<file path="config.mk">
export PLATFORM = sky130hd
export DESIGN_NAME = dces_context_status
export DESIGN_NICKNAME = d
export VERILOG_FILES = /design/src/rtl/dces_pkg.sv /design/src/rtl/dces_context_status.sv
export VERILOG_INCLUDE_DIRS = /design/src /design/src/rtl
export SDC_FILE = /design/constraint.sdc
export NUM_CORES = 1
export LEC_CHECK = 0
export BUFFER_PORTS_ARGS = -buffer_cell sky130_fd_sc_hd__buf_2
export CAP_MARGIN = 40
export CORE_AREA = 4 4 166 168
export DETAILED_ROUTE_END_ITERATION = 8
export DIE_AREA = 0 0 170 172
export HOLD_SLACK_MARGIN = 0.03
export PLACE_DENSITY = 0.76
export SYNTH_ARGS = -nofsm -noshare
export SYNTH_HDL_FRONTEND = slang
export SYNTH_SLANG_ARGS = --single-unit
</file>
<file path="constraint.sdc">
create_clock -name clk -period 2.4 [get_ports clk]
set_clock_uncertainty 0.2 [all_clocks]
set_input_delay 0.36 -clock clk [delete_from_list [all_inputs] [get_ports clk]]
set_output_delay 0.36 -clock clk [all_outputs]
set_load 0.05 [all_outputs]
</file>
<file path="src/rtl/dces_defines.svh">
// Register offsets, field positions, reset values and event codes for the context block.
// Operation
// - Each context has control and pointer registers
// - Context registers drive descriptor processing requests
// - Control register layout differs per context kind
// - Five-bit event field holds latest outcome
// - Event field takes ack code or own code
// - Low sixteen control bits may go to memory
// - Not every event code is written back
// - Async contexts accept only ack codes with the top bit set
// - Own event codes keep top bit clear
// - Isochronous contexts may synthesize ack codes
// - Isoch receive reports 02h on long packet
// - Async transmit reports 03h on missing ack
// - Transmit contexts report 04h on underrun
// - Isoch receive reports 05h on overrun
// - Any context reports 06h on descriptor error
`ifndef DCES_DEFINES_SVH
`define DCES_DEFINES_SVH
// Context indices.
`define DCES_CTX_AT 2'h0
`define DCES_CTX_AR 2'h1
`define DCES_CTX_IT 2'h2
`define DCES_CTX_IR 2'h3
// Byte offsets: control at 0x00 + 0x10*ctx, pointer at 0x04 + 0x10*ctx.
`define DCES_OFF_CTRL 4'h0
`define DCES_OFF_PTR 4'h4
`define DCES_OFF_CLR 4'h8
`define DCES_OFF_INT_STAT 8'h40
`define DCES_OFF_INT_CLR 8'h44
`define DCES_OFF_INT_EN 8'h48
// Control field positions.
`define DCES_BIT_RUN 15
`define DCES_BIT_WAKE 12
`define DCES_BIT_DEAD 11
`define DCES_BIT_ACTIVE 10
`define DCES_BIT_CME 29
`define DCES_BIT_MCM 28
`define DCES_BIT_IHDR 30
`define DCES_BIT_BFILL 31
`define DCES_EVT_LSB 0
`define DCES_SPD_LSB 5
// Reset values.
`define DCES_CTRL_RST 32'h0000_0000
`define DCES_PTR_RST 32'h0000_0000
// Controller-generated event codes.
`define DCES_EVT_NO_STATUS 5'h00
`define DCES_EVT_LONG_PACKET 5'h02
`define DCES_EVT_MISSING_ACK 5'h03
`define DCES_EVT_UNDERRUN 5'h04
`define DCES_EVT_OVERRUN 5'h05
`define DCES_EVT_DESC_READ 5'h06
`define DCES_ACK_COMPLETE 5'h11
`endif

</file>
<file path="src/rtl/dces_pkg.sv">
// Types shared by the context status block.
package dces_pkg;
  // Kind of completion reported by the DMA side for one context.
  typedef enum logic [2:0] {
    DCES_DONE_ACK = 3'd0,
    DCES_DONE_LONG = 3'd1,
    DCES_DONE_MISS_ACK = 3'd2,
    DCES_DONE_UNDERRUN = 3'd3,
    DCES_DONE_OVERRUN = 3'd4,
    DCES_DONE_DESC_ERR = 3'd5
  } dces_done_t;
  // One completion report from a DMA engine.
  typedef struct packed {
    logic valid;
    logic [1:0] ctx;
    dces_done_t kind;
    logic [4:0] ack;
    logic [2:0] spd;
  } dces_done_rep_t;
  // Status write-back request toward host memory.
  typedef struct packed {
    logic valid;
    logic [1:0] ctx;
    logic [15:0] status;
  } dces_wb_t;
  // Bus slave states.
  typedef enum logic [2:0] {
    DCES_BS_IDLE = 3'b001,
    DCES_BS_WRESP = 3'b010,
    DCES_BS_RRESP = 3'b100
  } dces_bus_st_t;
endpackage

</file>
<file path="src/rtl/dces_context_status.sv">
// Per-context control, pointer and event status block with an AXI4-Lite slave.
//
// The address map and the AXI4-Lite register port were decided locally.
`timescale 1ns/10ps
`include "dces_defines.svh"
module dces_context_status #(
  parameter int NCTX = 4
) (
  // Clock and reset.
  input wire logic clk,
  input wire logic reset_n,
  // AXI4-Lite write channels.
  input wire logic [7:0] s_axi_awaddr,
  input wire logic s_axi_awvalid,
  output logic s_axi_awready,
  input wire logic [31:0] s_axi_wdata,
  input wire logic [3:0] s_axi_wstrb,
  input wire logic s_axi_wvalid,
  output logic s_axi_wready,
  output logic [1:0] s_axi_bresp,
  output logic s_axi_bvalid,
  input wire logic s_axi_bready,
  // AXI4-Lite read channels.
  input wire logic [7:0] s_axi_araddr,
  input wire logic s_axi_arvalid,
  output logic s_axi_arready,
  output logic [31:0] s_axi_rdata,
  output logic [1:0] s_axi_rresp,
  output logic s_axi_rvalid,
  input wire logic s_axi_rready,
  // Completion reports from the DMA engines.
  input dces_pkg::dces_done_rep_t done_rep,
  // Run requests and descriptor addresses toward the fetch engines.
  output logic [3:0] ctx_run,
  output logic [127:0] ctx_desc_ptr,
  // Status write-back toward host memory.
  output dces_pkg::dces_wb_t status_wb,
  // Interrupt output.
  output logic irq
);
  import dces_pkg::*;

  // Per-context storage, registered value and next value.
  logic [31:0] ctrl_reg [4], ctrl_next [4];
  logic [31:0] ptr_reg [4], ptr_next [4];
  // Interrupt status and enable.
  logic [3:0] int_stat_reg, int_stat_next;
  logic [3:0] int_en_reg, int_en_next;
  // Bus slave state; a captured write half is held until the other half arrives.
  dces_bus_st_t bs_reg, bs_next;
  logic aw_got_reg, aw_got_next;
  logic w_got_reg, w_got_next;
  logic [7:0] waddr_reg, waddr_next;
  logic [31:0] wdata_reg, wdata_next;
  logic [3:0] wstrb_reg, wstrb_next;
  logic [1:0] bresp_next, rresp_next;
  logic [31:0] rdata_next;
  // Outputs, registered.
  logic irq_next;
  dces_wb_t wb_next;
  // Event code chosen for the incoming report.
  logic [4:0] rep_code;
  // The report is legal for the context kind it names.
  logic rep_ok;
  // Write and read strobes for this cycle.
  logic do_write, do_read;
  // Maps a completion report to its event code; reserved codes cannot come out.
  always_comb begin
    rep_code = `DCES_EVT_NO_STATUS;
    rep_ok = 1'b0;
    case (done_rep.kind)
      DCES_DONE_ACK: begin
        // Async contexts take an ack code as delivered only when its bit 4 is set.
        // Isochronous contexts synthesize ack_complete.
        if (done_rep.ctx == `DCES_CTX_AT || done_rep.ctx == `DCES_CTX_AR) begin
          rep_code = done_rep.ack;
          rep_ok = done_rep.ack[4];
        end else begin
          rep_code = `DCES_ACK_COMPLETE;
          rep_ok = 1'b1;
        end
      end
      DCES_DONE_LONG: begin
        rep_code = `DCES_EVT_LONG_PACKET;
        rep_ok = (done_rep.ctx == `DCES_CTX_IR);
      end
      DCES_DONE_MISS_ACK: begin
        rep_code = `DCES_EVT_MISSING_ACK;
        rep_ok = (done_rep.ctx == `DCES_CTX_AT);
      end
      DCES_DONE_UNDERRUN: begin
        rep_code = `DCES_EVT_UNDERRUN;
        rep_ok = (done_rep.ctx == `DCES_CTX_AT || done_rep.ctx == `DCES_CTX_IT);
      end
      DCES_DONE_OVERRUN: begin
        rep_code = `DCES_EVT_OVERRUN;
        rep_ok = (done_rep.ctx == `DCES_CTX_IR);
      end
      DCES_DONE_DESC_ERR: begin
        rep_code = `DCES_EVT_DESC_READ;
        rep_ok = 1'b1;
      end
      default: begin
        // Unknown kinds are dropped so no reserved code reaches a field.
        rep_code = `DCES_EVT_NO_STATUS;
        rep_ok = 1'b0;
      end
    endcase
  end
  // Bus handshake: address and data are taken in either order, response after both.
  always_comb begin
    bs_next = bs_reg;
    aw_got_next = aw_got_reg;
    w_got_next = w_got_reg;
    waddr_next = waddr_reg;
    wdata_next = wdata_reg;
    wstrb_next = wstrb_reg;
    do_write = 1'b0;
    do_read = 1'b0;
    case (bs_reg)
      DCES_BS_IDLE: begin
        if (s_axi_awvalid && s_axi_awready) begin
          aw_got_next = 1'b1;
          waddr_next = s_axi_awaddr;
        end
        if (s_axi_wvalid && s_axi_wready) begin
          w_got_next = 1'b1;
          wdata_next = s_axi_wdata;
          wstrb_next = s_axi_wstrb;
        end
        if (aw_got_reg && w_got_reg) begin
          do_write = 1'b1;
          aw_got_next = 1'b0;
          w_got_next = 1'b0;
          bs_next = DCES_BS_WRESP;
        end else if (s_axi_arvalid && s_axi_arready) begin
          do_read = 1'b1;
          bs_next = DCES_BS_RRESP;
        end
      end
      DCES_BS_WRESP: begin
        if (s_axi_bready) begin
          bs_next = DCES_BS_IDLE;
        end
      end
      DCES_BS_RRESP: begin
        if (s_axi_rready) begin
          bs_next = DCES_BS_IDLE;
        end
      end
      default: begin
        bs_next = DCES_BS_IDLE;
      end
    endcase
  end
  // Write decode and register update; hardware events win over software clears.
  always_comb begin
    logic [31:0] wmask;
    logic hit;
    wmask = {{8{wstrb_reg[3]}}, {8{wstrb_reg[2]}}, {8{wstrb_reg[1]}}, {8{wstrb_reg[0]}}};
    hit = 1'b0;
    int_en_next = int_en_reg;
    int_stat_next = int_stat_reg;
    bresp_next = s_axi_bresp;
    for (int c = 0; c < 4; c++) begin
      ctrl_next[c] = ctrl_reg[c];
      ptr_next[c] = ptr_reg[c];
    end
    if (do_write) begin
      for (int c = 0; c < 4; c++) begin
        // Control is written per field; a one sets run, wake takes the written value.
        if (waddr_reg[7:4] == 4'(c) && waddr_reg[3:0] == `DCES_OFF_CTRL) begin
          hit = 1'b1;
          if (wmask[`DCES_BIT_RUN] && wdata_reg[`DCES_BIT_RUN]) begin
            ctrl_next[c][`DCES_BIT_RUN] = 1'b1;
          end
          if (wmask[`DCES_BIT_WAKE]) begin
            ctrl_next[c][`DCES_BIT_WAKE] = wdata_reg[`DCES_BIT_WAKE];
          end
          // Mode bits exist only for isochronous kinds.
          if (c == `DCES_CTX_IT && wmask[`DCES_BIT_CME]) begin
            ctrl_next[c][`DCES_BIT_CME] = wdata_reg[`DCES_BIT_CME];
          end
          if (c == `DCES_CTX_IR && wmask[31]) begin
            ctrl_next[c][31:28] = wdata_reg[31:28];
          end
        end
        // Writing a one to a run bit at the clear offset stops the context.
        if (waddr_reg[7:4] == 4'(c) && waddr_reg[3:0] == `DCES_OFF_CLR) begin
          hit = 1'b1;
          if (wmask[`DCES_BIT_RUN] && wdata_reg[`DCES_BIT_RUN]) begin
            ctrl_next[c][`DCES_BIT_RUN] = 1'b0;
          end
        end
        if (waddr_reg[7:4] == 4'(c) && waddr_reg[3:0] == `DCES_OFF_PTR) begin
          hit = 1'b1;
          ptr_next[c] = (ptr_reg[c] & ~wmask) | (wdata_reg & wmask);
        end
      end
      if (waddr_reg == `DCES_OFF_INT_EN) begin
        hit = 1'b1;
        int_en_next = wdata_reg[3:0];
      end
      if (waddr_reg == `DCES_OFF_INT_CLR) begin
        hit = 1'b1;
        int_stat_next = int_stat_reg & ~wdata_reg[3:0];
      end
      if (waddr_reg == `DCES_OFF_INT_STAT) begin
        hit = 1'b1;
      end
      bresp_next = hit ? 2'b00 : 2'b10;
    end
    // A completion report updates the event field; a descriptor error also sets dead and clears active.
    if (done_rep.valid && rep_ok) begin
      ctrl_next[done_rep.ctx][4:0] = rep_code;
      if (done_rep.ctx == `DCES_CTX_AR || done_rep.ctx == `DCES_CTX_IR) begin
        ctrl_next[done_rep.ctx][7:5] = done_rep.spd;
      end
      if (done_rep.kind == DCES_DONE_DESC_ERR) begin
        ctrl_next[done_rep.ctx][`DCES_BIT_DEAD] = 1'b1;
        ctrl_next[done_rep.ctx][`DCES_BIT_ACTIVE] = 1'b0;
      end
      int_stat_next[done_rep.ctx] = 1'b1;
    end
    // Active follows run unless the context died.
    for (int c = 0; c < 4; c++) begin
      ctrl_next[c][`DCES_BIT_ACTIVE] = ctrl_next[c][`DCES_BIT_RUN] &&
                                        !ctrl_next[c][`DCES_BIT_DEAD];
      if (!ctrl_next[c][`DCES_BIT_RUN]) begin
        ctrl_next[c][`DCES_BIT_DEAD] = 1'b0;
      end
    end
  end
  // Read mux; unmapped addresses answer with a slave error.
  always_comb begin
    rdata_next = s_axi_rdata;
    rresp_next = s_axi_rresp;
    if (do_read) begin
      rdata_next = 32'h0000_0000;
      rresp_next = 2'b10;
      if (s_axi_araddr[7:6] == 2'b00) begin
        if (s_axi_araddr[3:0] == `DCES_OFF_CTRL) begin
          rdata_next = ctrl_reg[s_axi_araddr[5:4]];
          rresp_next = 2'b00;
        end else if (s_axi_araddr[3:0] == `DCES_OFF_PTR) begin
          rdata_next = ptr_reg[s_axi_araddr[5:4]];
          rresp_next = 2'b00;
        end else if (s_axi_araddr[3:0] == `DCES_OFF_CLR) begin
          rresp_next = 2'b00;
        end
      end else if (s_axi_araddr == `DCES_OFF_INT_STAT) begin
        rdata_next = {28'h000_0000, int_stat_reg};
        rresp_next = 2'b00;
      end else if (s_axi_araddr == `DCES_OFF_INT_EN) begin
        rdata_next = {28'h000_0000, int_en_reg};
        rresp_next = 2'b00;
      end else if (s_axi_araddr == `DCES_OFF_INT_CLR) begin
        rresp_next = 2'b00;
      end
    end
  end
  // Write-back of low status half; every accepted report except a descriptor error goes out.
  always_comb begin
    irq_next = |(int_stat_next & int_en_next);
    wb_next = '0;
    if (done_rep.valid && rep_ok && done_rep.kind != DCES_DONE_DESC_ERR) begin
      wb_next.valid = 1'b1;
      wb_next.ctx = done_rep.ctx;
      wb_next.status = ctrl_next[done_rep.ctx][15:0];
    end
  end
  // State registers.
  always_ff @(posedge clk or negedge reset_n) begin
    if (!reset_n) begin
      for (int c = 0; c < 4; c++) begin
        ctrl_reg[c] <= `DCES_CTRL_RST;
        ptr_reg[c] <= `DCES_PTR_RST;
      end
      int_stat_reg <= 4'h0;
      int_en_reg <= 4'h0;
      bs_reg <= DCES_BS_IDLE;
      aw_got_reg <= 1'b0;
      w_got_reg <= 1'b0;
      waddr_reg <= 8'h00;
      wdata_reg <= 32'h0000_0000;
      wstrb_reg <= 4'h0;
      s_axi_bresp <= 2'b00;
      s_axi_rdata <= 32'h0000_0000;
      s_axi_rresp <= 2'b00;
      irq <= 1'b0;
      status_wb <= '0;
    end else begin
      for (int c = 0; c < 4; c++) begin
        ctrl_reg[c] <= ctrl_next[c];
        ptr_reg[c] <= ptr_next[c];
      end
      int_stat_reg <= int_stat_next;
      int_en_reg <= int_en_next;
      bs_reg <= bs_next;
      aw_got_reg <= aw_got_next;
      w_got_reg <= w_got_next;
      waddr_reg <= waddr_next;
      wdata_reg <= wdata_next;
      wstrb_reg <= wstrb_next;
      s_axi_bresp <= bresp_next;
      s_axi_rdata <= rdata_next;
      s_axi_rresp <= rresp_next;
      irq <= irq_next;
      status_wb <= wb_next;
    end
  end
  // Handshake outputs are registered from the next state.
  always_ff @(posedge clk or negedge reset_n) begin
    if (!reset_n) begin
      s_axi_awready <= 1'b0;
      s_axi_wready <= 1'b0;
      s_axi_arready <= 1'b0;
      s_axi_bvalid <= 1'b0;
      s_axi_rvalid <= 1'b0;
    end else begin
      s_axi_awready <= (bs_next == DCES_BS_IDLE) && !aw_got_next && !s_axi_awready;
      s_axi_wready <= (bs_next == DCES_BS_IDLE) && !w_got_next && !s_axi_wready;
      s_axi_arready <= (bs_next == DCES_BS_IDLE) && !aw_got_next && !w_got_next &&
                       !s_axi_arready && !do_read;
      s_axi_bvalid <= (bs_next == DCES_BS_WRESP);
      s_axi_rvalid <= (bs_next == DCES_BS_RRESP);
    end
  end
  // Run and pointer outputs feed the fetch engines.
  always_ff @(posedge clk or negedge reset_n) begin
    if (!reset_n) begin
      ctx_run <= 4'h0;
      ctx_desc_ptr <= '0;
    end else begin
      for (int c = 0; c < 4; c++) begin
        ctx_run[c] <= ctrl_next[c][`DCES_BIT_ACTIVE];
        ctx_desc_ptr[c*32 +: 32] <= ptr_next[c];
      end
    end
  end
endmodule

</file>
==> summary.md <==
| Metric | Value |
|---|---|
| Synthesized area | 0.01286 mm2 |
| Max IR drop VDD | 0.6979 mV |
| Die ar. | 0.02924 mm2 |
| Critical path startpoint category | flip-flop |
| Synth warnings | 0 |
| Power Density | approximately 870 mW/mm2 |
| Top post-synthesis cells by count | 292 x dfrtp_1, 197 x mux2_2, 65 x nand2_1, 44 x mux4_2, 37 x o21ai_0 |
| Initial antenna violation count | 0 |
| Required time worst endpoint | approximately 2.6 ns |
| Largest cells by area after synthesis | dfrtp_1 57%, mux2_2 17%, mux4_2 7.7% |
| Leak | 8.545 nW |
| Detailed Place HPWL | about 26000 um |
| DRC | 0 |
| Die X | 170 um |
| Final #Nets | 1395 |
| Max FFs per register | 128 |
| Max frequency | 425.5 MHz |
| Iter 0 DRT Violations | 583 |
| Minimum clock period | 2.350 ns |
| Crit path DAT | 2.58 ns |
| RSZ-0062 raised after global routing | yes |
| Post-synth EDFFs | 0 |
| Worst-Skew Late Latency | 0.56 ns |
| Tightest Hold Check Type | in -> reg |
| Slew HR | a little over three fifths |
| IO Port Bufs | 259 |
| CTS tree | yes |
| Wire per inst | approximately 22 um |
| Clock sink total | roughly 300 |
| Status | complete, no violations |
| Starting Density | 49.62% |
| Post-synth cell types | 58 |
| Top-count cell post-synth | dfrtp_1 |
| Placed cell areas | 0.01525 mm2 |
| Share of cells above drive strength 1 | 50.89% |
| Asr flop ratio synth | 100.0% |
| Number of global-route vias before repair | 9961 |
| Critical Path End Type | flip-flop |
| Total grt overflow | 0 |
| Fin crit share | 97.92% |
| Vias per Instance | 5.623 |
| Largest area contributor in the netlist | dfrtp_1 |
| Vert. Die Dim | 172 um |
| Gp weighted congestion | 0.9457 |
| Slew Limit Fails | 0 |
| Vias | 9453 |
| Post-Route WL | 36550 um |
| Seq/Total Area, Yosys | 57.04% |
| Post-synth top area share | 56.83% |
| First-pass GRT wire length | 56650 um |
| Total Routing Usage GR | between 20% and 30% |
| I/O Pins | between 200 and 300 |
| CTS Buf Count | 31 |
| Worst-Margin Slew | 0.5428 ns |
| Seq cells post-synth | 293 |
| DRT Pass-1 Iters | 5 |
| Antenna-violating nets left | 0 |
| PnR worst setup slack | about 0.05 ns |
| Mean Syn Cell Area | 13.80 um2 |
| Max_cap viols | 0 |
| Hold Fails Final Rpt | 0 |
| Worst-case clock buffer depth | 3 |
| Core Area | 0.02591 mm2 |
| Fillcell total | 1863 |
| Ant diodes | 0 |
| Final Instance Area | 0.01695 mm2 |
| P&R area growth vs syn | 31.79% |
| Type of the worst setup path | reg -> reg |
| Synth Flop Type | dfrtp_1 |
| Largest net degree at the start of global routing | between 60 and 70 |
| Worst-path fanout max | 4 |
| Mapped Cells | 932 |
| Root Driver | clkbuf_16 |
| Placement Setup Slack | 0.006945 ns |
| H-tree Lvls | 1 |
| Worst-path clk slew | about 0.060 ns |
| Final setup violation count | 0 |
| Standard-cell rows | 59 |
==> per-layer routing <==
| metal | share of wire (%) | routed length, um | up-vias | global-route usage [%] |
|---|---|---|---|---|
| met5 | 0 | 0 | - | 0 |
| met4 | 3.1 | 1119 | 0 | 7.535 |
| met3 | 6.5 | 2374 | 65 | 4.618 |
| met2 | 48 | 17630 | 340 | 40.07 |
| met1 | 42 | 15430 | 4833 | 34.59 |
| li1 | - | - | 4215 | - |
==> cell type report <==
class,instances,area (um2),share of cell area (%)
Clock buffer,46,922.1,5.442
Clock inverter,11,111.4,0.6572
Inverter,13,48.80,0.2880
Multi-Input combinational cell,573,5255,31.01
Sequential cell,293,7333,43.28
Tap cell,335,419.2,2.474
Timing Repair Buffer,410,2855,16.85
==> worst max-delay path: stages (launching register included) <==
cell,delay [ns]
dfstp_2,0.53
nor3b_4,0.28
and2_4,0.24
nand4_4,0.12
buf_4,0.17
mux2_2,0.27
a2111o_1,0.41
==> cell families after synthesis <==
group	synth area share (%)
buffers and inverters	2.511
multiplexers	26.56
AND/OR/NAND/NOR	7.484
AO/OA/AOI/OAI	6.384
other	0.02917
flip-flops	57.04
==> where the power goes <==
group | switching, mW | internal (mW)
logic | 2.01 | 1.44
registers | 0.815 | 5.70
clock network | 1.92 | 2.86
total | 4.74 | 10.0
==> cell usage in the layout, fill, tap and decap left out, types with 3 or more instances in the layout <==
cell type / count
o21bai_1: 3
a31oi_1: 7
o22ai_1: 10
dlygate4sd3_1: 60
nand2_2: 3
and3_1: 3
and2_1: 6
dfrtp_1: 292
clkbuf_16: 31
nor2b_1: 6
clkbuf_1: 6
buf_12: 21
clkinv_2: 7
mux2i_1: 19
conb_1: 6
nand2_1: 64
a21oi_1: 16
inv_1: 12
buf_2: 257
nand4_1: 8
a211oi_1: 8
clkbuf_8: 9
mux2_2: 197
a32o_1: 18
mux4_2: 44
nor4b_1: 4
o22a_1: 5
nor2_1: 29
nand2b_1: 6
o21ai_0: 37
buf_4: 71
nor3_1: 12
nor2_2: 20
==> worst paths after layout <==
kind	startpoint	end	slack [ns]	cells after the start
setup / recovery	bs_reg[0]$_DFF_PN1_	irq$_DFF_PN0_	0.05	6
hold / removal	done_rep[10]	status_wb[4]$_DFF_PN0_	0.08	3
setup reg to reg	bs_reg[0]$_DFF_PN1_	irq$_DFF_PN0_	0.05	6
hold reg to reg	ctrl_reg[103]$_DFF_PN0_	ctrl_reg[103]$_DFF_PN0_	0.19	0
max in group asynchronous	reset_n	wdata_reg[7]$_DFFE_PN0P_	1.09	3
min in group asynchronous	reset_n	ctx_desc_ptr[20]$_DFFE_PN0P_	0.15	2
==> per-stage QoR <==
stage / setup TNS (ns) / total power [mW] / utilization, % / cells / hold slack [ns]
3_5_place_dp: 0 / 9.851 / 58.87 / 1560 / 0.1507
5_1_grt: -0.01143 / 15.39 / 65.40 / 1681 / 0.06991
4_1_cts: 0 / 14.76 / 65.24 / 1679 / 0.03228
6_report: 0 / 14.75 / 65.40 / 1681 / 0.07670
3_3_place_gp: 0 / 9.731 / 58.87 / 1560 / 0.1497
2_1_floorplan: 0 / 8.538 / - / 937 / -0.1356
==> repair_timing <==
| item | in CTS | in global routing |
|---|---|---|
| setup endpoints to repair | 1 | 34 |
| pin swaps | 1 | 4 |
| hold endpoints to repair | 314 | 0 |
| setup buffers | 2 | 2 |
| hold buffers | 60 | 0 |
| gates resized for setup | 0 | 8 |
(Power assumes the default switching activity.)
